`config.mk`:
```
export PLATFORM = sky130hd
export DESIGN_NAME = pim_mask_bank
export DESIGN_NICKNAME = d
export VERILOG_FILES = /design/src/design/pim_pkg.sv /design/src/design/pim_mask_bank.sv
export VERILOG_INCLUDE_DIRS = /design/src /design/src/design
export SDC_FILE = /design/constraint.sdc
export NUM_CORES = 1
export LEC_CHECK = 0
export BUFFER_PORTS_ARGS = -buffer_cell sky130_fd_sc_hd__buf_2
export CORE_MARGIN = 1
export CORE_UTILIZATION = 50
export DETAILED_ROUTE_END_ITERATION = 7
export PLACE_DENSITY = 0.9
export SYNTH_ARGS = -nofsm -noshare
export SYNTH_HDL_FRONTEND = slang
export SYNTH_SLANG_ARGS = --single-unit
```
`constraint.sdc`:
```
create_clock -name clk_sys -period 1.7 [get_ports clk_sys]
set_input_delay 0.17 -clock clk_sys [delete_from_list [all_inputs] [get_ports clk_sys]]
set_output_delay 0.17 -clock clk_sys [all_outputs]
set_load 0.03 [all_outputs]
```
`src/design/pim_params.svh`:
```
/*
 * Holds the register offsets, documented reset values and mask bit positions
 * of the interrupt mask bank.
 * Assumes it is included by its bare name, once or more, by the package and the design.
 */
`ifndef PIM_PARAMS_SVH
`define PIM_PARAMS_SVH

// ----------------------------------------
// register offsets
// ----------------------------------------
`define PIM_TOP_MASK_ONE_OFS 8'h29
`define PIM_TOP_MASK_TWO_OFS 8'h2A
`define PIM_CONV_MASK_OFS 8'h2B
`define PIM_STEPUP_MASK_OFS 8'h2C

// ----------------------------------------
// documented reset values
// ----------------------------------------
`define PIM_TOP_MASK_ONE_RST 8'h00
`define PIM_TOP_MASK_TWO_RST 8'h01
`define PIM_CONV_MASK_RST 8'h00
`define PIM_STEPUP_MASK_RST 8'h00
`define PIM_UNMAPPED_RDATA 8'h00

// ----------------------------------------
// field positions
// ----------------------------------------
`define PIM_LOAD_MEAS_READY_MASK_BIT 7
`define PIM_SYNC_CLK_MASK_BIT 3
`define PIM_THERMAL_WARNING_MASK_BIT 1
`define PIM_REG_RESET_MASK_BIT 0
`define PIM_CONV1_PG_FALL_MASK_BIT 7
`define PIM_CONV1_PG_RISE_MASK_BIT 6
`define PIM_CONV1_CURLIM_MASK_BIT 4
`define PIM_CONV0_PG_FALL_MASK_BIT 3
`define PIM_CONV0_PG_RISE_MASK_BIT 2
`define PIM_CONV0_CURLIM_MASK_BIT 0
`define PIM_STEPUP_PG_FALL_MASK_BIT 3
`define PIM_STEPUP_PG_RISE_MASK_BIT 2
`define PIM_STEPUP_CURLIM_MASK_BIT 0

`endif

```
`src/design/pim_pkg.sv`:
```
/*
 * Types of the interrupt mask bank: event pulses, raw status levels, flags
 * and the register access request.
 * Assumes pim_params.svh sits beside it.
 */
`include "pim_params.svh"

package pim_pkg;
    timeunit 1ns;
    timeprecision 100ps;

    // ----------------------------------------
    // one-cycle events from logic on clk_sys
    // ----------------------------------------
    typedef struct packed {
        logic load_meas_ready;
        logic sync_clk_detect;
        logic reg_reset;
    } pim_event_t;

    // ----------------------------------------
    // raw analog status levels, not synchronous
    // ----------------------------------------
    typedef struct packed {
        logic thermal_warning;
        logic conv1_pg;
        logic conv1_curlim;
        logic conv0_pg;
        logic conv0_curlim;
        logic stepup_pg;
        logic stepup_curlim;
    } pim_raw_t;

    // ----------------------------------------
    // sticky interrupt flags
    // ----------------------------------------
    typedef struct packed {
        logic load_meas_ready_flag;
        logic sync_clk_flag;
        logic thermal_warning_flag;
        logic reg_reset_flag;
        logic conv1_pg_flag;
        logic conv1_curlim_flag;
        logic conv0_pg_flag;
        logic conv0_curlim_flag;
        logic stepup_pg_flag;
        logic stepup_curlim_flag;
    } pim_flag_t;

    // ----------------------------------------
    // register access from the serial host port
    // ----------------------------------------
    typedef struct packed {
        logic wr_en;
        logic rd_en;
        logic [7:0] addr;
        logic [7:0] wdata;
    } pim_reg_req_t;

    // ----------------------------------------
    // defaults delivered by the otp memory
    // ----------------------------------------
    typedef struct packed {
        logic [7:0] top_event_mask_one;
        logic [7:0] top_event_mask_two;
        logic [7:0] converter_event_mask;
        logic [7:0] boost_event_mask;
    } pim_otp_t;

endpackage

```
`src/design/pim_mask_bank.sv`:
```
/*
 * Interrupt mask bank of the power-management device: four mask registers,
 * raw status synchronisers, edge detection, sticky flags and one interrupt line.
 * Assumes the serial host decoder drives reg_req on clk_sys, the otp controller
 * holds its defaults steady during rst, and raw levels come straight from analog.
 */
`include "pim_params.svh"

module pim_mask_bank
    import pim_pkg::*;
(
    input wire logic clk_sys,
    input wire logic rst,
    input wire logic otp_valid,
    input wire pim_otp_t otp_defaults,
    input wire pim_reg_req_t reg_req,
    output logic [7:0] reg_rdata,
    input wire pim_event_t events,
    input wire pim_raw_t raw_in,
    input wire pim_flag_t flag_clr,
    output pim_raw_t raw_status,
    output pim_flag_t flags,
    output logic irq
);
    timeunit 1ns;
    timeprecision 100ps;

    // ----------------------------------------
    // mask registers
    // ----------------------------------------
    logic [7:0] top_mask_one_q, top_mask_one_d;
    logic [7:0] top_mask_two_q, top_mask_two_d;
    logic [7:0] conv_mask_q, conv_mask_d;
    logic [7:0] stepup_mask_q, stepup_mask_d;
    logic [7:0] rdata_q, rdata_d;

    always_comb begin
        top_mask_one_d = top_mask_one_q;
        top_mask_two_d = top_mask_two_q;
        conv_mask_d = conv_mask_q;
        stepup_mask_d = stepup_mask_q;
        // reserved bits are plain storage, read back as written
        if (reg_req.wr_en) begin
            case (reg_req.addr)
                `PIM_TOP_MASK_ONE_OFS: top_mask_one_d = reg_req.wdata;
                `PIM_TOP_MASK_TWO_OFS: top_mask_two_d = reg_req.wdata;
                `PIM_CONV_MASK_OFS: conv_mask_d = reg_req.wdata;
                `PIM_STEPUP_MASK_OFS: stepup_mask_d = reg_req.wdata;
                default: ;
            endcase
        end
    end

    always_comb begin
        rdata_d = rdata_q;
        if (reg_req.rd_en) begin
            case (reg_req.addr)
                `PIM_TOP_MASK_ONE_OFS: rdata_d = top_mask_one_q;
                `PIM_TOP_MASK_TWO_OFS: rdata_d = top_mask_two_q;
                `PIM_CONV_MASK_OFS: rdata_d = conv_mask_q;
                `PIM_STEPUP_MASK_OFS: rdata_d = stepup_mask_q;
                default: rdata_d = `PIM_UNMAPPED_RDATA;
            endcase
        end
    end

    // reset is synchronous, so sampling the otp port here is safe
    always_ff @(posedge clk_sys) begin
        if (rst) begin
            if (otp_valid) begin
                top_mask_one_q <= otp_defaults.top_event_mask_one;
                top_mask_two_q <= otp_defaults.top_event_mask_two;
                conv_mask_q <= otp_defaults.converter_event_mask;
                stepup_mask_q <= otp_defaults.boost_event_mask;
            end else begin
                top_mask_one_q <= `PIM_TOP_MASK_ONE_RST;
                top_mask_two_q <= `PIM_TOP_MASK_TWO_RST;
                conv_mask_q <= `PIM_CONV_MASK_RST;
                stepup_mask_q <= `PIM_STEPUP_MASK_RST;
            end
        end else begin
            top_mask_one_q <= top_mask_one_d;
            top_mask_two_q <= top_mask_two_d;
            conv_mask_q <= conv_mask_d;
            stepup_mask_q <= stepup_mask_d;
        end
    end

    // read data kept in its own group so it never depends on otp sampling
    always_ff @(posedge clk_sys) begin
        if (rst) begin
            rdata_q <= `PIM_UNMAPPED_RDATA;
        end else begin
            rdata_q <= rdata_d;
        end
    end

    // ----------------------------------------
    // raw status synchronisers
    // ----------------------------------------
    pim_raw_t meta_q, meta_d;
    pim_raw_t sync_q, sync_d;
    pim_raw_t prev_q, prev_d;

    always_comb begin
        meta_d = raw_in;
        sync_d = meta_q;
        prev_d = sync_q;
    end

    // raw levels never pass through a mask
    always_ff @(posedge clk_sys) begin
        if (rst) begin
            meta_q <= '0;
            sync_q <= '0;
            prev_q <= '0;
        end else begin
            meta_q <= meta_d;
            sync_q <= sync_d;
            prev_q <= prev_d;
        end
    end

    // ----------------------------------------
    // edge detection and masking
    // ----------------------------------------
    logic thermal_rise;
    logic conv1_pg_rise, conv1_pg_fall, conv1_curlim_rise;
    logic conv0_pg_rise, conv0_pg_fall, conv0_curlim_rise;
    logic stepup_pg_rise, stepup_pg_fall, stepup_curlim_rise;
    pim_flag_t set_v;

    always_comb begin
        thermal_rise = sync_q.thermal_warning & ~prev_q.thermal_warning;
        conv1_pg_rise = sync_q.conv1_pg & ~prev_q.conv1_pg;
        conv1_pg_fall = ~sync_q.conv1_pg & prev_q.conv1_pg;
        conv1_curlim_rise = sync_q.conv1_curlim & ~prev_q.conv1_curlim;
        conv0_pg_rise = sync_q.conv0_pg & ~prev_q.conv0_pg;
        conv0_pg_fall = ~sync_q.conv0_pg & prev_q.conv0_pg;
        conv0_curlim_rise = sync_q.conv0_curlim & ~prev_q.conv0_curlim;
        stepup_pg_rise = sync_q.stepup_pg & ~prev_q.stepup_pg;
        stepup_pg_fall = ~sync_q.stepup_pg & prev_q.stepup_pg;
        stepup_curlim_rise = sync_q.stepup_curlim & ~prev_q.stepup_curlim;

        set_v = '0;
        set_v.load_meas_ready_flag = events.load_meas_ready
            & ~top_mask_one_q[`PIM_LOAD_MEAS_READY_MASK_BIT];
        set_v.sync_clk_flag = events.sync_clk_detect
            & ~top_mask_one_q[`PIM_SYNC_CLK_MASK_BIT];
        set_v.thermal_warning_flag = thermal_rise
            & ~top_mask_one_q[`PIM_THERMAL_WARNING_MASK_BIT];
        set_v.reg_reset_flag = events.reg_reset
            & ~top_mask_two_q[`PIM_REG_RESET_MASK_BIT];
        // both transitions share one flag, each gated by its own bit
        set_v.conv1_pg_flag =
            (conv1_pg_fall & ~conv_mask_q[`PIM_CONV1_PG_FALL_MASK_BIT])
            | (conv1_pg_rise & ~conv_mask_q[`PIM_CONV1_PG_RISE_MASK_BIT]);
        set_v.conv1_curlim_flag = conv1_curlim_rise
            & ~conv_mask_q[`PIM_CONV1_CURLIM_MASK_BIT];
        set_v.conv0_pg_flag =
            (conv0_pg_fall & ~conv_mask_q[`PIM_CONV0_PG_FALL_MASK_BIT])
            | (conv0_pg_rise & ~conv_mask_q[`PIM_CONV0_PG_RISE_MASK_BIT]);
        set_v.conv0_curlim_flag = conv0_curlim_rise
            & ~conv_mask_q[`PIM_CONV0_CURLIM_MASK_BIT];
        set_v.stepup_pg_flag =
            (stepup_pg_fall & ~stepup_mask_q[`PIM_STEPUP_PG_FALL_MASK_BIT])
            | (stepup_pg_rise & ~stepup_mask_q[`PIM_STEPUP_PG_RISE_MASK_BIT]);
        set_v.stepup_curlim_flag = stepup_curlim_rise
            & ~stepup_mask_q[`PIM_STEPUP_CURLIM_MASK_BIT];
    end

    // ----------------------------------------
    // sticky flags and interrupt line
    // ----------------------------------------
    pim_flag_t flags_q, flags_d;
    logic irq_q, irq_d;

    // a set in the clearing cycle wins, so no event is lost
    always_comb begin
        flags_d = (flags_q & ~flag_clr) | set_v;
        irq_d = |flags_d;
    end

    always_ff @(posedge clk_sys) begin
        if (rst) begin
            flags_q <= '0;
            irq_q <= 1'b0;
        end else begin
            flags_q <= flags_d;
            irq_q <= irq_d;
        end
    end

    assign reg_rdata = rdata_q;
    assign raw_status = sync_q;
    assign flags = flags_q;
    assign irq = irq_q;

endmodule

```
==> impl_metrics.env, run 1 <==
export IMPL_num_io_pins=99
export IMPL_finClkSkew_ns=0.009627
export IMPL_core_rowCount=27
export IMPL_detailroute_via_count=2184
export IMPL_outcome="completed"
export IMPL_total_leakage_power_nw=1.805
export IMPL_wl_per_cell_um=15.98
export IMPL_clkSlewWorstSetupHoldPaths_ns=0.08
export IMPL_hold_crit_class="in2reg"
export IMPL_layout_worst_path_cycle_share_pct=87.35
export IMPL_preCtsSetupSlack_ns=0.1071
export IMPL_finalHoldViolations=0
export IMPL_post_synth_instance_area_um2=2904
export IMPL_use_met3_pct=5.814
export IMPL_slew_viol_final=0
export IMPL_final_instance_area_um2=3715
export IMPL_hold_start="raw_in[3]"
export IMPL_initial_core_util_pct=52.42
export IMPL_fp_dieArea_um2=6117
export IMPL_fillCellCount=434
export IMPL_p_per_area_nw_per_um2=1036
export IMPL_clk_root_buffer_cell="sky130_fd_sc_hd__clkbuf_8"
export IMPL_totalNegativeSetupSlack_ns=0
export IMPL_drt_antenna_violating_nets=0
export IMPL_synth_warning_count=0
export IMPL_cts_buffers=9
export IMPL_cts_tree="yes"
export IMPL_cts_sink_count=72
export IMPL_use_met1_pct=28.41
export IMPL_grt_ovfl_total=0
export IMPL_worst_endpoint_data_arrival_time_ns=1.73
export IMPL_htree_levels=3
export IMPL_startpoint="conv_mask_q[6]"
export IMPL_detail_route_drc_violations=0
export IMPL_startpoint_type="register"
export IMPL_core_footprint_um2=5540
export IMPL_relSlewSlack_pct=61.69
export IMPL_horizontal_die_dimension_um=78.21
export IMPL_ys_seq_area_share_pct=60.66
export IMPL_synthToLayoutAreaGrowth_pct=27.92
export IMPL_clk_latency_ns=0.35
export IMPL_port_buffers=98
export IMPL_max_slew_worst_pin_slew_ns=0.5734
export IMPL_synth_net_count=319
export IMPL_detail_route_vias_per_cell=5.139
export IMPL_regToRegStartpoint="conv_mask_q[6]"
export IMPL_drtPass1Iterations=4
export IMPL_max_cap_viol=0
export IMPL_crit_path_end_kind="register"
export IMPL_grt_use_met2_pct=42.98
export IMPL_die_y_um=78.21
export IMPL_setup_viol=0
export IMPL_wl_um=6793
export IMPL_worst_vdd_ir_mv=0.6069
export IMPL_grt_use_total_pct=24.58
export IMPL_avgSynthCellArea_um2=11.81
export IMPL_shortest_period_the_worst_path_allows_ns=1.485
export IMPL_antennaDiodeCount=0
export IMPL_post_synth_num_cell_types=30
export IMPL_grt_start_max_net_pins=33
export IMPL_post_cts_resized_instances=0
export IMPL_wire_length_of_the_first_global_routing_pass_um=10850
export IMPL_dp_hpwl_um=5097
export IMPL_cts_hold_fix_buffers=0
export IMPL_finish_cell_count_without_fillers=425
export IMPL_grt_antenna_before_repair=0
export IMPL_post_dp_cell_area_um2=3486
export IMPL_global_route_peak_usage_layer="met2"
export IMPL_net_total_in_the_final_layout=421
export IMPL_unrepaired_setup_endpoints_after_global_routing="no"
export IMPL_ys_seq_elements=72
export IMPL_path_max_fanout=2
export IMPL_critical_path_required_ns=1.95
export IMPL_critPathKind="reg2reg"
export IMPL_clockBufferDepth=2
export IMPL_syn_inst=246
export IMPL_drive_above_1_share_pct=35.13
export IMPL_timing_fmax_mhz=673.5
export IMPL_post_route_worst_setup_slack_ns=0.2151
export IMPL_gp_congestion=0.8111
export IMPL_iter_0_drt_violations=141
export IMPL_number_of_setup_buffers_added_after_cts=0
export IMPL_dpl_cells=409
export IMPL_first_global_vias=2218
## state kept, by name, summed over array words and instances (netlist names)
register / flops
conv_mask_q: 8
flags: 10
irq: 1
meta_q: 7
prev_q: 7
raw_status: 7
reg_rdata: 8
stepup_mask_q: 8
top_mask_one_q: 8
top_mask_two_q: 8
## path summary, 6_finish.rpt
path         cells past startpoint  slack (ns)            end
min                              2        0.03      meta_q[3]
max                              4        0.22            irq
max reg2reg                      4        0.22            irq
min reg2reg                      1        0.43  raw_status[0]
## layer usage
metal  vias to the layer above  wire length, um
li1                       1088                -
met2                        73             3528
met3                        12              316
met5                         -                0
met4                         0              129
met1                      1011             2818
## layout make-up
cell class / count / area [um2] / area share (%)
clock buffers: 13 / 202.7 / 5.456
clock inverters: 3 / 26.28 / 0.7073
inverters: 7 / 26.28 / 0.7073
multi-input cells: 154 / 1060 / 28.53
flip-flops and latches: 72 / 1762 / 47.42
well taps: 72 / 90.09 / 2.425
repair buffers: 104 / 548.0 / 14.75
## report_power, final
| part | leakage (nW) | internal, W | switching, W | total [W] |
|---|---|---|---|---|
| combinational | 1.05 | 0.000190 | 0.000228 | 0.000418 |
| sequential | 0.638 | 0.00192 | 0.0000483 | 0.00197 |
| clock | 0.116 | 0.000808 | 0.000653 | 0.00146 |
| total | 1.80 | 0.00292 | 0.000929 | 0.00385 |
## Yosys cell counts
cell type | instances | share of area (%)
sky130_fd_sc_hd__dfxtp_1 | 40 | 28
sky130_fd_sc_hd__nor2b_1 | 35 | 7.5
sky130_fd_sc_hd__edfxtp_1 | 32 | 33
sky130_fd_sc_hd__a21o_1 | 31 | 8.0
sky130_fd_sc_hd__nor2_1 | 13 | 1.7
sky130_fd_sc_hd__clkbuf_1 | 9 | 1.2
sky130_fd_sc_hd__o22ai_1 | 9 | 1.9
sky130_fd_sc_hd__a22o_1 | 8 | 2.4
sky130_fd_sc_hd__a22oi_1 | 8 | 2.1
sky130_fd_sc_hd__mux2i_1 | 8 | 2.8
sky130_fd_sc_hd__a21oi_1 | 7 | 1.2
sky130_fd_sc_hd__inv_1 | 6 | 0.78
sky130_fd_sc_hd__nand2b_1 | 6 | 1.3
sky130_fd_sc_hd__nor3b_1 | 6 | 1.6
sky130_fd_sc_hd__nand2_1 | 4 | 0.52
sky130_fd_sc_hd__and2_1 | 3 | 0.65
sky130_fd_sc_hd__buf_2 | 3 | 0.52
sky130_fd_sc_hd__a211oi_1 | 2 | 0.52
sky130_fd_sc_hd__nand3_1 | 2 | 0.34
sky130_fd_sc_hd__nand4_1 | 2 | 0.43
sky130_fd_sc_hd__nor4b_4 | 2 | 1.6
sky130_fd_sc_hd__o21ai_1 | 2 | 0.34
sky130_fd_sc_hd__a211o_1 | 1 | 0.30
sky130_fd_sc_hd__and3_2 | 1 | 0.26
sky130_fd_sc_hd__buf_4 | 1 | 0.26
sky130_fd_sc_hd__inv_2 | 1 | 0.13
sky130_fd_sc_hd__nand2_2 | 1 | 0.22
sky130_fd_sc_hd__o31a_1 | 1 | 0.30
sky130_fd_sc_hd__or3_1 | 1 | 0.22
sky130_fd_sc_hd__xor2_1 | 1 | 0.30
## layout by cell type (no fill, tap or decap), drive strengths merged
cell / synthesis / layout
a211o: 1 / 1
a211oi: 2 / 2
a21o: 31 / 31
a21oi: 7 / 7
a22o: 8 / 8
a22oi: 8 / 8
and2: 3 / 3
and3: 1 / 1
buf: 4 / 104
clkbuf: 9 / 13
clkinv: 0 / 2
dfxtp: 40 / 40
edfxtp: 32 / 32
inv: 7 / 8
mux2i: 8 / 8
nand2: 5 / 5
nand2b: 6 / 6
nand3: 2 / 2
nand4: 2 / 2
nor2: 13 / 13
nor2b: 35 / 35
nor3b: 6 / 6
nor4b: 2 / 2
o21ai: 2 / 2
o22ai: 9 / 9
o31a: 1 / 1
or3: 1 / 1
xor2: 1 / 1
## kinds of logic after synthesis
logic type      synth area share [%]
mux                            2.758
flops                          60.66
compound gates                 17.10
simple gates                   16.33
xor+xnor                      0.3016
buf+inv                        2.843
## worst max-delay path: stages, from the launching register on
cell	delay [ns]
sky130_fd_sc_hd__edfxtp_1	0.38
sky130_fd_sc_hd__nor2_1	0.06
sky130_fd_sc_hd__a211o_1	0.29
sky130_fd_sc_hd__or3_1	0.37
sky130_fd_sc_hd__o31a_1	0.28
## per-stage QoR
| step | hold slack [ns] | power [W] | util (%) |
|---|---|---|---|
| after global routing | 0.01409 | 0.003988 | 67.05 |
| after CTS | 0.01534 | 0.003871 | 67.05 |
| after global placement | 0.3777 | 0.002411 | 62.92 |
| after detailed placement | 0.3835 | 0.002427 | 62.92 |
| final | 0.02887 | 0.003850 | 67.05 |
| after floorplan | 0.2982 | 0.002237 | - |
No activity file was read; power rests on OpenSTA's default activity.
==> run 2, diff against run 1 <==
--- a/config.mk
+++ b/config.mk
@@ -10,6 +10,7 @@
 export CORE_MARGIN = 1
 export CORE_UTILIZATION = 50
 export DETAILED_ROUTE_END_ITERATION = 7
+export MAX_ROUTING_LAYER = met4
 export PLACE_DENSITY = 0.9
 export SYNTH_ARGS = -nofsm -noshare
 export SYNTH_HDL_FRONTEND = slang
==> constraint.sdc (replaced) <==
create_clock -name clk_sys -period 1.7 [get_ports clk_sys]
set_input_delay 0.085 -clock clk_sys [delete_from_list [all_inputs] [get_ports clk_sys]]
set_output_delay 0.085 -clock clk_sys [all_outputs]
set_load 0.03 [all_outputs]
==> run 2 against run 1 <==
First-iteration DRC count up 30%; design area up 1.7%; sequential share of layout area down 0.77 points; register-to-register slack about the same; critical path depth unchanged; clock skew down 0.0030 ns; via count up 2.1%; largest power group unchanged.
==> impl_metrics.env, run 2 (synthesis results as in run 1) <==
export IMPL_detail_route_vias_per_cell=5.160
export IMPL_top_cell_family_by_delay_on_the_critical_path="compound AO/OA/AOI/OAI gates"
export IMPL_iter_0_drt_violations=183
export IMPL_mostFrequentLayoutCells="98 x sky130_fd_sc_hd__buf_2, 40 x sky130_fd_sc_hd__dfxtp_1, 35 x sky130_fd_sc_hd__nor2b_1"
export IMPL_port_buffers=98
export IMPL_cell_with_the_largest_stage_delay_on_the_worst_path="sky130_fd_sc_hd__or3_1"
export IMPL_cp_buffers_inverters=0
export IMPL_clk_latency_ns=0.34
export IMPL_clkSlewWorstSetupHoldPaths_ns=0.07
export IMPL_timing_fmax_mhz=679.5
export IMPL_use_met1_pct=25.93
export IMPL_total_power_draw_w=0.003872
export IMPL_net_total_in_the_final_layout=428
export IMPL_drive_above_1_share_pct=34.44
export IMPL_worst_endpoint_data_arrival_time_ns=1.70
export IMPL_p_per_area_nw_per_um2=1025
export IMPL_critPathKind="reg2reg"
export IMPL_outcome="completed"
export IMPL_number_of_setup_buffers_added_after_cts=0
export IMPL_grt_antenna_before_repair=0
export IMPL_wire_length_of_the_first_global_routing_pass_um=10360
export IMPL_synthToLayoutAreaGrowth_pct=30.03
export IMPL_cts_buffers=9
export IMPL_critPathMaxStageDelay_ns=0.36
export IMPL_critical_path_required_ns=1.93
export IMPL_layout_commonest_cell="sky130_fd_sc_hd__buf_2"
export IMPL_antennaDiodeCount=0
export IMPL_worst_vdd_ir_mv=0.6628
export IMPL_gp_congestion=0.8366
export IMPL_core_rowCount=27
export IMPL_fp_dieArea_um2=6117
export IMPL_r2r_worst_path_cells=4
export IMPL_global_route_peak_usage_layer="met2"
export IMPL_horizontal_die_dimension_um=78.21
export IMPL_detail_route_drc_violations=0
export IMPL_path_max_fanout=2
export IMPL_layout_worst_path_cycle_share_pct=86.57
export IMPL_clockBufferDepth=2
export IMPL_setup_viol=0
export IMPL_wl_um=6863
export IMPL_max_cap_viol=0
export IMPL_finish_cell_count_without_fillers=432
export IMPL_shortest_period_the_worst_path_allows_ns=1.472
export IMPL_core_footprint_um2=5540
export IMPL_crit_path_end_kind="register"
export IMPL_finClkSkew_ns=0.006652
export IMPL_grt_start_max_net_pins=33
export IMPL_dpl_cells=409
export IMPL_relSlewSlack_pct=68.37
export IMPL_unrepaired_setup_endpoints_after_global_routing="no"
export IMPL_max_slew_worst_pin_slew_ns=0.4727
export IMPL_hold_path_cell_count=2
export IMPL_post_cts_resized_instances=0
export IMPL_htree_levels=3
export IMPL_wl_per_cell_um=15.89
export IMPL_cts_sink_count=72
export IMPL_num_io_pins=99
export IMPL_timing_critical_path_depth=4
export IMPL_drtPass1Iterations=4
export IMPL_finalHoldViolations=0
export IMPL_largest_register_ffs=10
export IMPL_timing_critical_path_cells="nor3b_1 -> a211o_1 -> or3_1 -> o31a_1"
export IMPL_grt_use_total_pct=24.10
export IMPL_dp_hpwl_um=5072
export IMPL_grt_use_met2_pct=41.58
export IMPL_clk_root_buffer_cell="sky130_fd_sc_hd__clkbuf_8"
export IMPL_cts_tree="yes"
export IMPL_slew_viol_final=0
export IMPL_hold_crit_class="in2reg"
export IMPL_initial_core_util_pct=52.42
export IMPL_detailroute_via_count=2229
export IMPL_startpoint_type="register"
export IMPL_use_met3_pct=3.953
export IMPL_total_leakage_power_nw=1.834
export IMPL_totalNegativeSetupSlack_ns=0
export IMPL_die_y_um=78.21
export IMPL_drt_antenna_violating_nets=0
export IMPL_first_global_vias=2183
export IMPL_grt_ovfl_total=0
==> run 2: path summary, 6_finish.rpt <==
kind,startpoint,endpoint,slack [ns]
max,prev_q[5],irq,0.23
min,otp_defaults[22],top_mask_two_q[6],0.02
max reg2reg,prev_q[5],irq,0.23
min reg2reg,meta_q[0],raw_status[0],0.44
==> run 2: power by group <==
group	switching (W)	leakage, nW	total, W	internal [W]
Clock	0.000602	0.119	0.00147	0.000870
Sequential	0.0000487	0.638	0.00197	0.00192
Combinational	0.000229	1.08	0.000427	0.000198
Total	0.000880	1.83	0.00387	0.00299
==> run 2: routing by layer <==
metal	part of all wire [%]	wire length (um)
met2	51	3501
met1	41	2827
met5	0	0
met3	4.7	322
met4	3.1	211
==> run 2: metrics by stage <==
stage | setup WS (ns) | utilization (%) | cell area (um2) | hold WS, ns
after global routing | 0.1688 | 68.16 | 3776 | 0.005824
after floorplan | 0.1227 | - | 2904 | 0.2132
after detailed placement | 0.1584 | 62.69 | 3473 | 0.2967
final | 0.2283 | 68.16 | 3776 | 0.01680
after global placement | 0.2186 | 62.69 | 3473 | 0.2930
after CTS | 0.2344 | 68.16 | 3776 | 0.005320
==> run 2: area by class of cell <==
cell class	instances	area (um2)
Fill cell	414	1764
Timing Repair Buffer	111	605.6
Tap cell	72	90.09
Sequential cell	72	1762
Clock buffer	16	232.7
Multi-Input combinational cell	154	1060
Inverter	7	26.28
==> run 2: what timing repair did <==
action / in CTS / in global routing
hold endpoints to repair: 7 / 0
hold buffers: 7 / 0
endpoints found under the setup margin: 0 / 0
==> run 3, diff against run 2 <==
--- a/config.mk
+++ b/config.mk
@@ -10,8 +10,10 @@
 export CORE_MARGIN = 1
 export CORE_UTILIZATION = 50
 export DETAILED_ROUTE_END_ITERATION = 7
+export GPL_TIMING_DRIVEN = 0
 export MAX_ROUTING_LAYER = met4
 export PLACE_DENSITY = 0.9
+export REMOVE_ABC_BUFFERS = 1
 export SYNTH_ARGS = -nofsm -noshare
 export SYNTH_HDL_FRONTEND = slang
 export SYNTH_SLANG_ARGS = --single-unit
==> run 3 against run 2 <==
Routed wire length is 4.0% lower; clock skew grew 0.0051 ns; worst setup slack worse by 0.078 ns; die area stayed put; critical path type is now in2reg; clock-buffer cell count is 4 lower; non-clock buffer count grew 6; via count up 2.2%; design area up 2.4%.
==> impl_metrics.env, run 3 (synthesis results as in run 1) <==
export IMPL_wire_length_of_the_first_global_routing_pass_um=10240
export IMPL_timing_fmax_mhz=645.3
export IMPL_max_cap_viol=0
export IMPL_detailroute_via_count=2279
export IMPL_cts_sink_count=72
export IMPL_worst_vdd_ir_mv=0.6155
export IMPL_multi_input_area_um2=1067
export IMPL_net_total_in_the_final_layout=434
export IMPL_die_y_um=78.21
export IMPL_finalHoldViolations=0
export IMPL_sequential_cell_area_um2=1762
export IMPL_grt_ovfl_total=0
export IMPL_layout_worst_path_cycle_share_pct=91.16
export IMPL_critical_path_required_ns=1.66
export IMPL_horizontal_die_dimension_um=78.21
export IMPL_core_rowCount=27
export IMPL_crit_path_end_kind="register"
export IMPL_cts_tree="yes"
export IMPL_drive_above_1_share_pct=33.33
export IMPL_cts_buffers=9
export IMPL_final_instance_area_um2=3866
export IMPL_grt_start_max_net_pins=43
export IMPL_critPathKind="in2reg"
export IMPL_post_route_worst_setup_slack_ns=0.1503
export IMPL_shortest_period_the_worst_path_allows_ns=1.550
export IMPL_total_leakage_power_nw=1.862
export IMPL_core_footprint_um2=5540
export IMPL_worst_endpoint_data_arrival_time_ns=1.51
export IMPL_grt_use_total_pct=23.31
export IMPL_clkSlewWorstSetupHoldPaths_ns=0.08
export IMPL_outcome="completed"
export IMPL_total_power_draw_w=0.003950
export IMPL_fp_dieArea_um2=6117
export IMPL_htree_levels=3
export IMPL_slew_viol_final=0
export IMPL_final_core_utilization_pct=69.78
export IMPL_hold_crit_class="in2reg"
export IMPL_clk_latency_ns=0.34
export IMPL_detail_route_drc_violations=0
export IMPL_largest_register_ffs=10
export IMPL_antennaDiodeCount=0
export IMPL_relSlewSlack_pct=40.40
export IMPL_port_buffers=98
export IMPL_drt_antenna_violating_nets=0
export IMPL_unrepaired_setup_endpoints_after_global_routing="no"
export IMPL_mostFrequentLayoutCells="98 x sky130_fd_sc_hd__buf_2, 40 x sky130_fd_sc_hd__dfxtp_1, 34 x sky130_fd_sc_hd__nor2b_1"
export IMPL_preCtsSetupSlack_ns=-0.5777
export IMPL_detail_route_vias_per_cell=5.203
export IMPL_clk_root_buffer_cell="sky130_fd_sc_hd__clkbuf_8"
export IMPL_first_global_vias=2206
export IMPL_number_of_setup_buffers_added_after_cts=0
export IMPL_gp_congestion=0.7936
export IMPL_p_per_area_nw_per_um2=1022
export IMPL_wl_per_cell_um=15.04
export IMPL_startpoint_type="input port"
export IMPL_wl_um=6587
export IMPL_drtPass1Iterations=4
export IMPL_iter_0_drt_violations=136
export IMPL_path_max_fanout=8
export IMPL_num_io_pins=99
export IMPL_post_dp_cell_area_um2=3428
export IMPL_finClkSkew_ns=0.01175
export IMPL_layout_commonest_cell="sky130_fd_sc_hd__buf_2"
export IMPL_dp_hpwl_um=4320
export IMPL_fillCellCount=409
export IMPL_clockBufferDepth=2
export IMPL_max_slew_worst_pin_slew_ns=0.8880
export IMPL_grt_antenna_before_repair=0
export IMPL_initial_core_util_pct=52.42
export IMPL_synthToLayoutAreaGrowth_pct=33.13
export IMPL_setup_viol=0
==> run 3: power breakdown <==
| part | switching [W] | internal [W] | leakage [nW] |
|---|---|---|---|
| logic | 0.000226 | 0.000207 | 1.10 |
| clock network | 0.000647 | 0.000904 | 0.124 |
| registers | 0.0000431 | 0.00192 | 0.638 |
| total | 0.000916 | 0.00303 | 1.86 |
==> run 3: layout make-up <==
class / instances / share of cell area (%)
inverters: 7 / 0.6796
repair buffers: 117 / 17.61
clock inverters: 4 / 1.359
well taps: 72 / 2.330
clock buffers: 12 / 4.854
multi-input cells: 154 / 27.61
flip-flops and latches: 72 / 45.57
==> run 3: per-layer routing <==
layer  up-vias  wire length (um)  track usage (%)
met3        18               450            6.047
met2       109              3223            37.28
met4         0               179            12.59
met1      1033              2734            26.91
met5         -                 0                -
li1       1119                 -                -
==> run 3: metrics by stage <==
step	std cells	setup TNS, ns	hold WS [ns]
2_1_floorplan	233	0	0.1541
3_3_place_gp	403	-14.53	0.2910
3_5_place_dp	403	-19.22	0.2979
4_1_cts	437	0	0.0008056
5_1_grt	438	0	0.002868
6_report	438	0	0.01453
==> run 3: worst max-delay path, stage by stage <==
cell and delay [ns]:
sky130_fd_sc_hd__buf_2 0.11, sky130_fd_sc_hd__nor4b_4 0.29, sky130_fd_sc_hd__and3_2 0.26, sky130_fd_sc_hd__nand2b_1 0.06, sky130_fd_sc_hd__o21ai_1 0.70
==> run 3: worst paths after layout <==
check / slack (ns) / cells after the start / from / endpoint
worst max-delay path: 0.15 / 5 / reg_req[12] / top_mask_one_q[1]
worst max register to register: 0.17 / 4 / prev_q[5] / irq
worst min-delay path: 0.01 / 2 / otp_defaults[21] / top_mask_two_q[5]
worst min register to register: 0.44 / 1 / meta_q[2] / raw_status[2]
==> run 3: what timing repair did <==
action	4_1_cts	5_1_grt
pin swaps	0	0
hold endpoints to repair	18	1
resized for setup	2	1
setup endpoints to repair	11	8
hold buffers	18	1
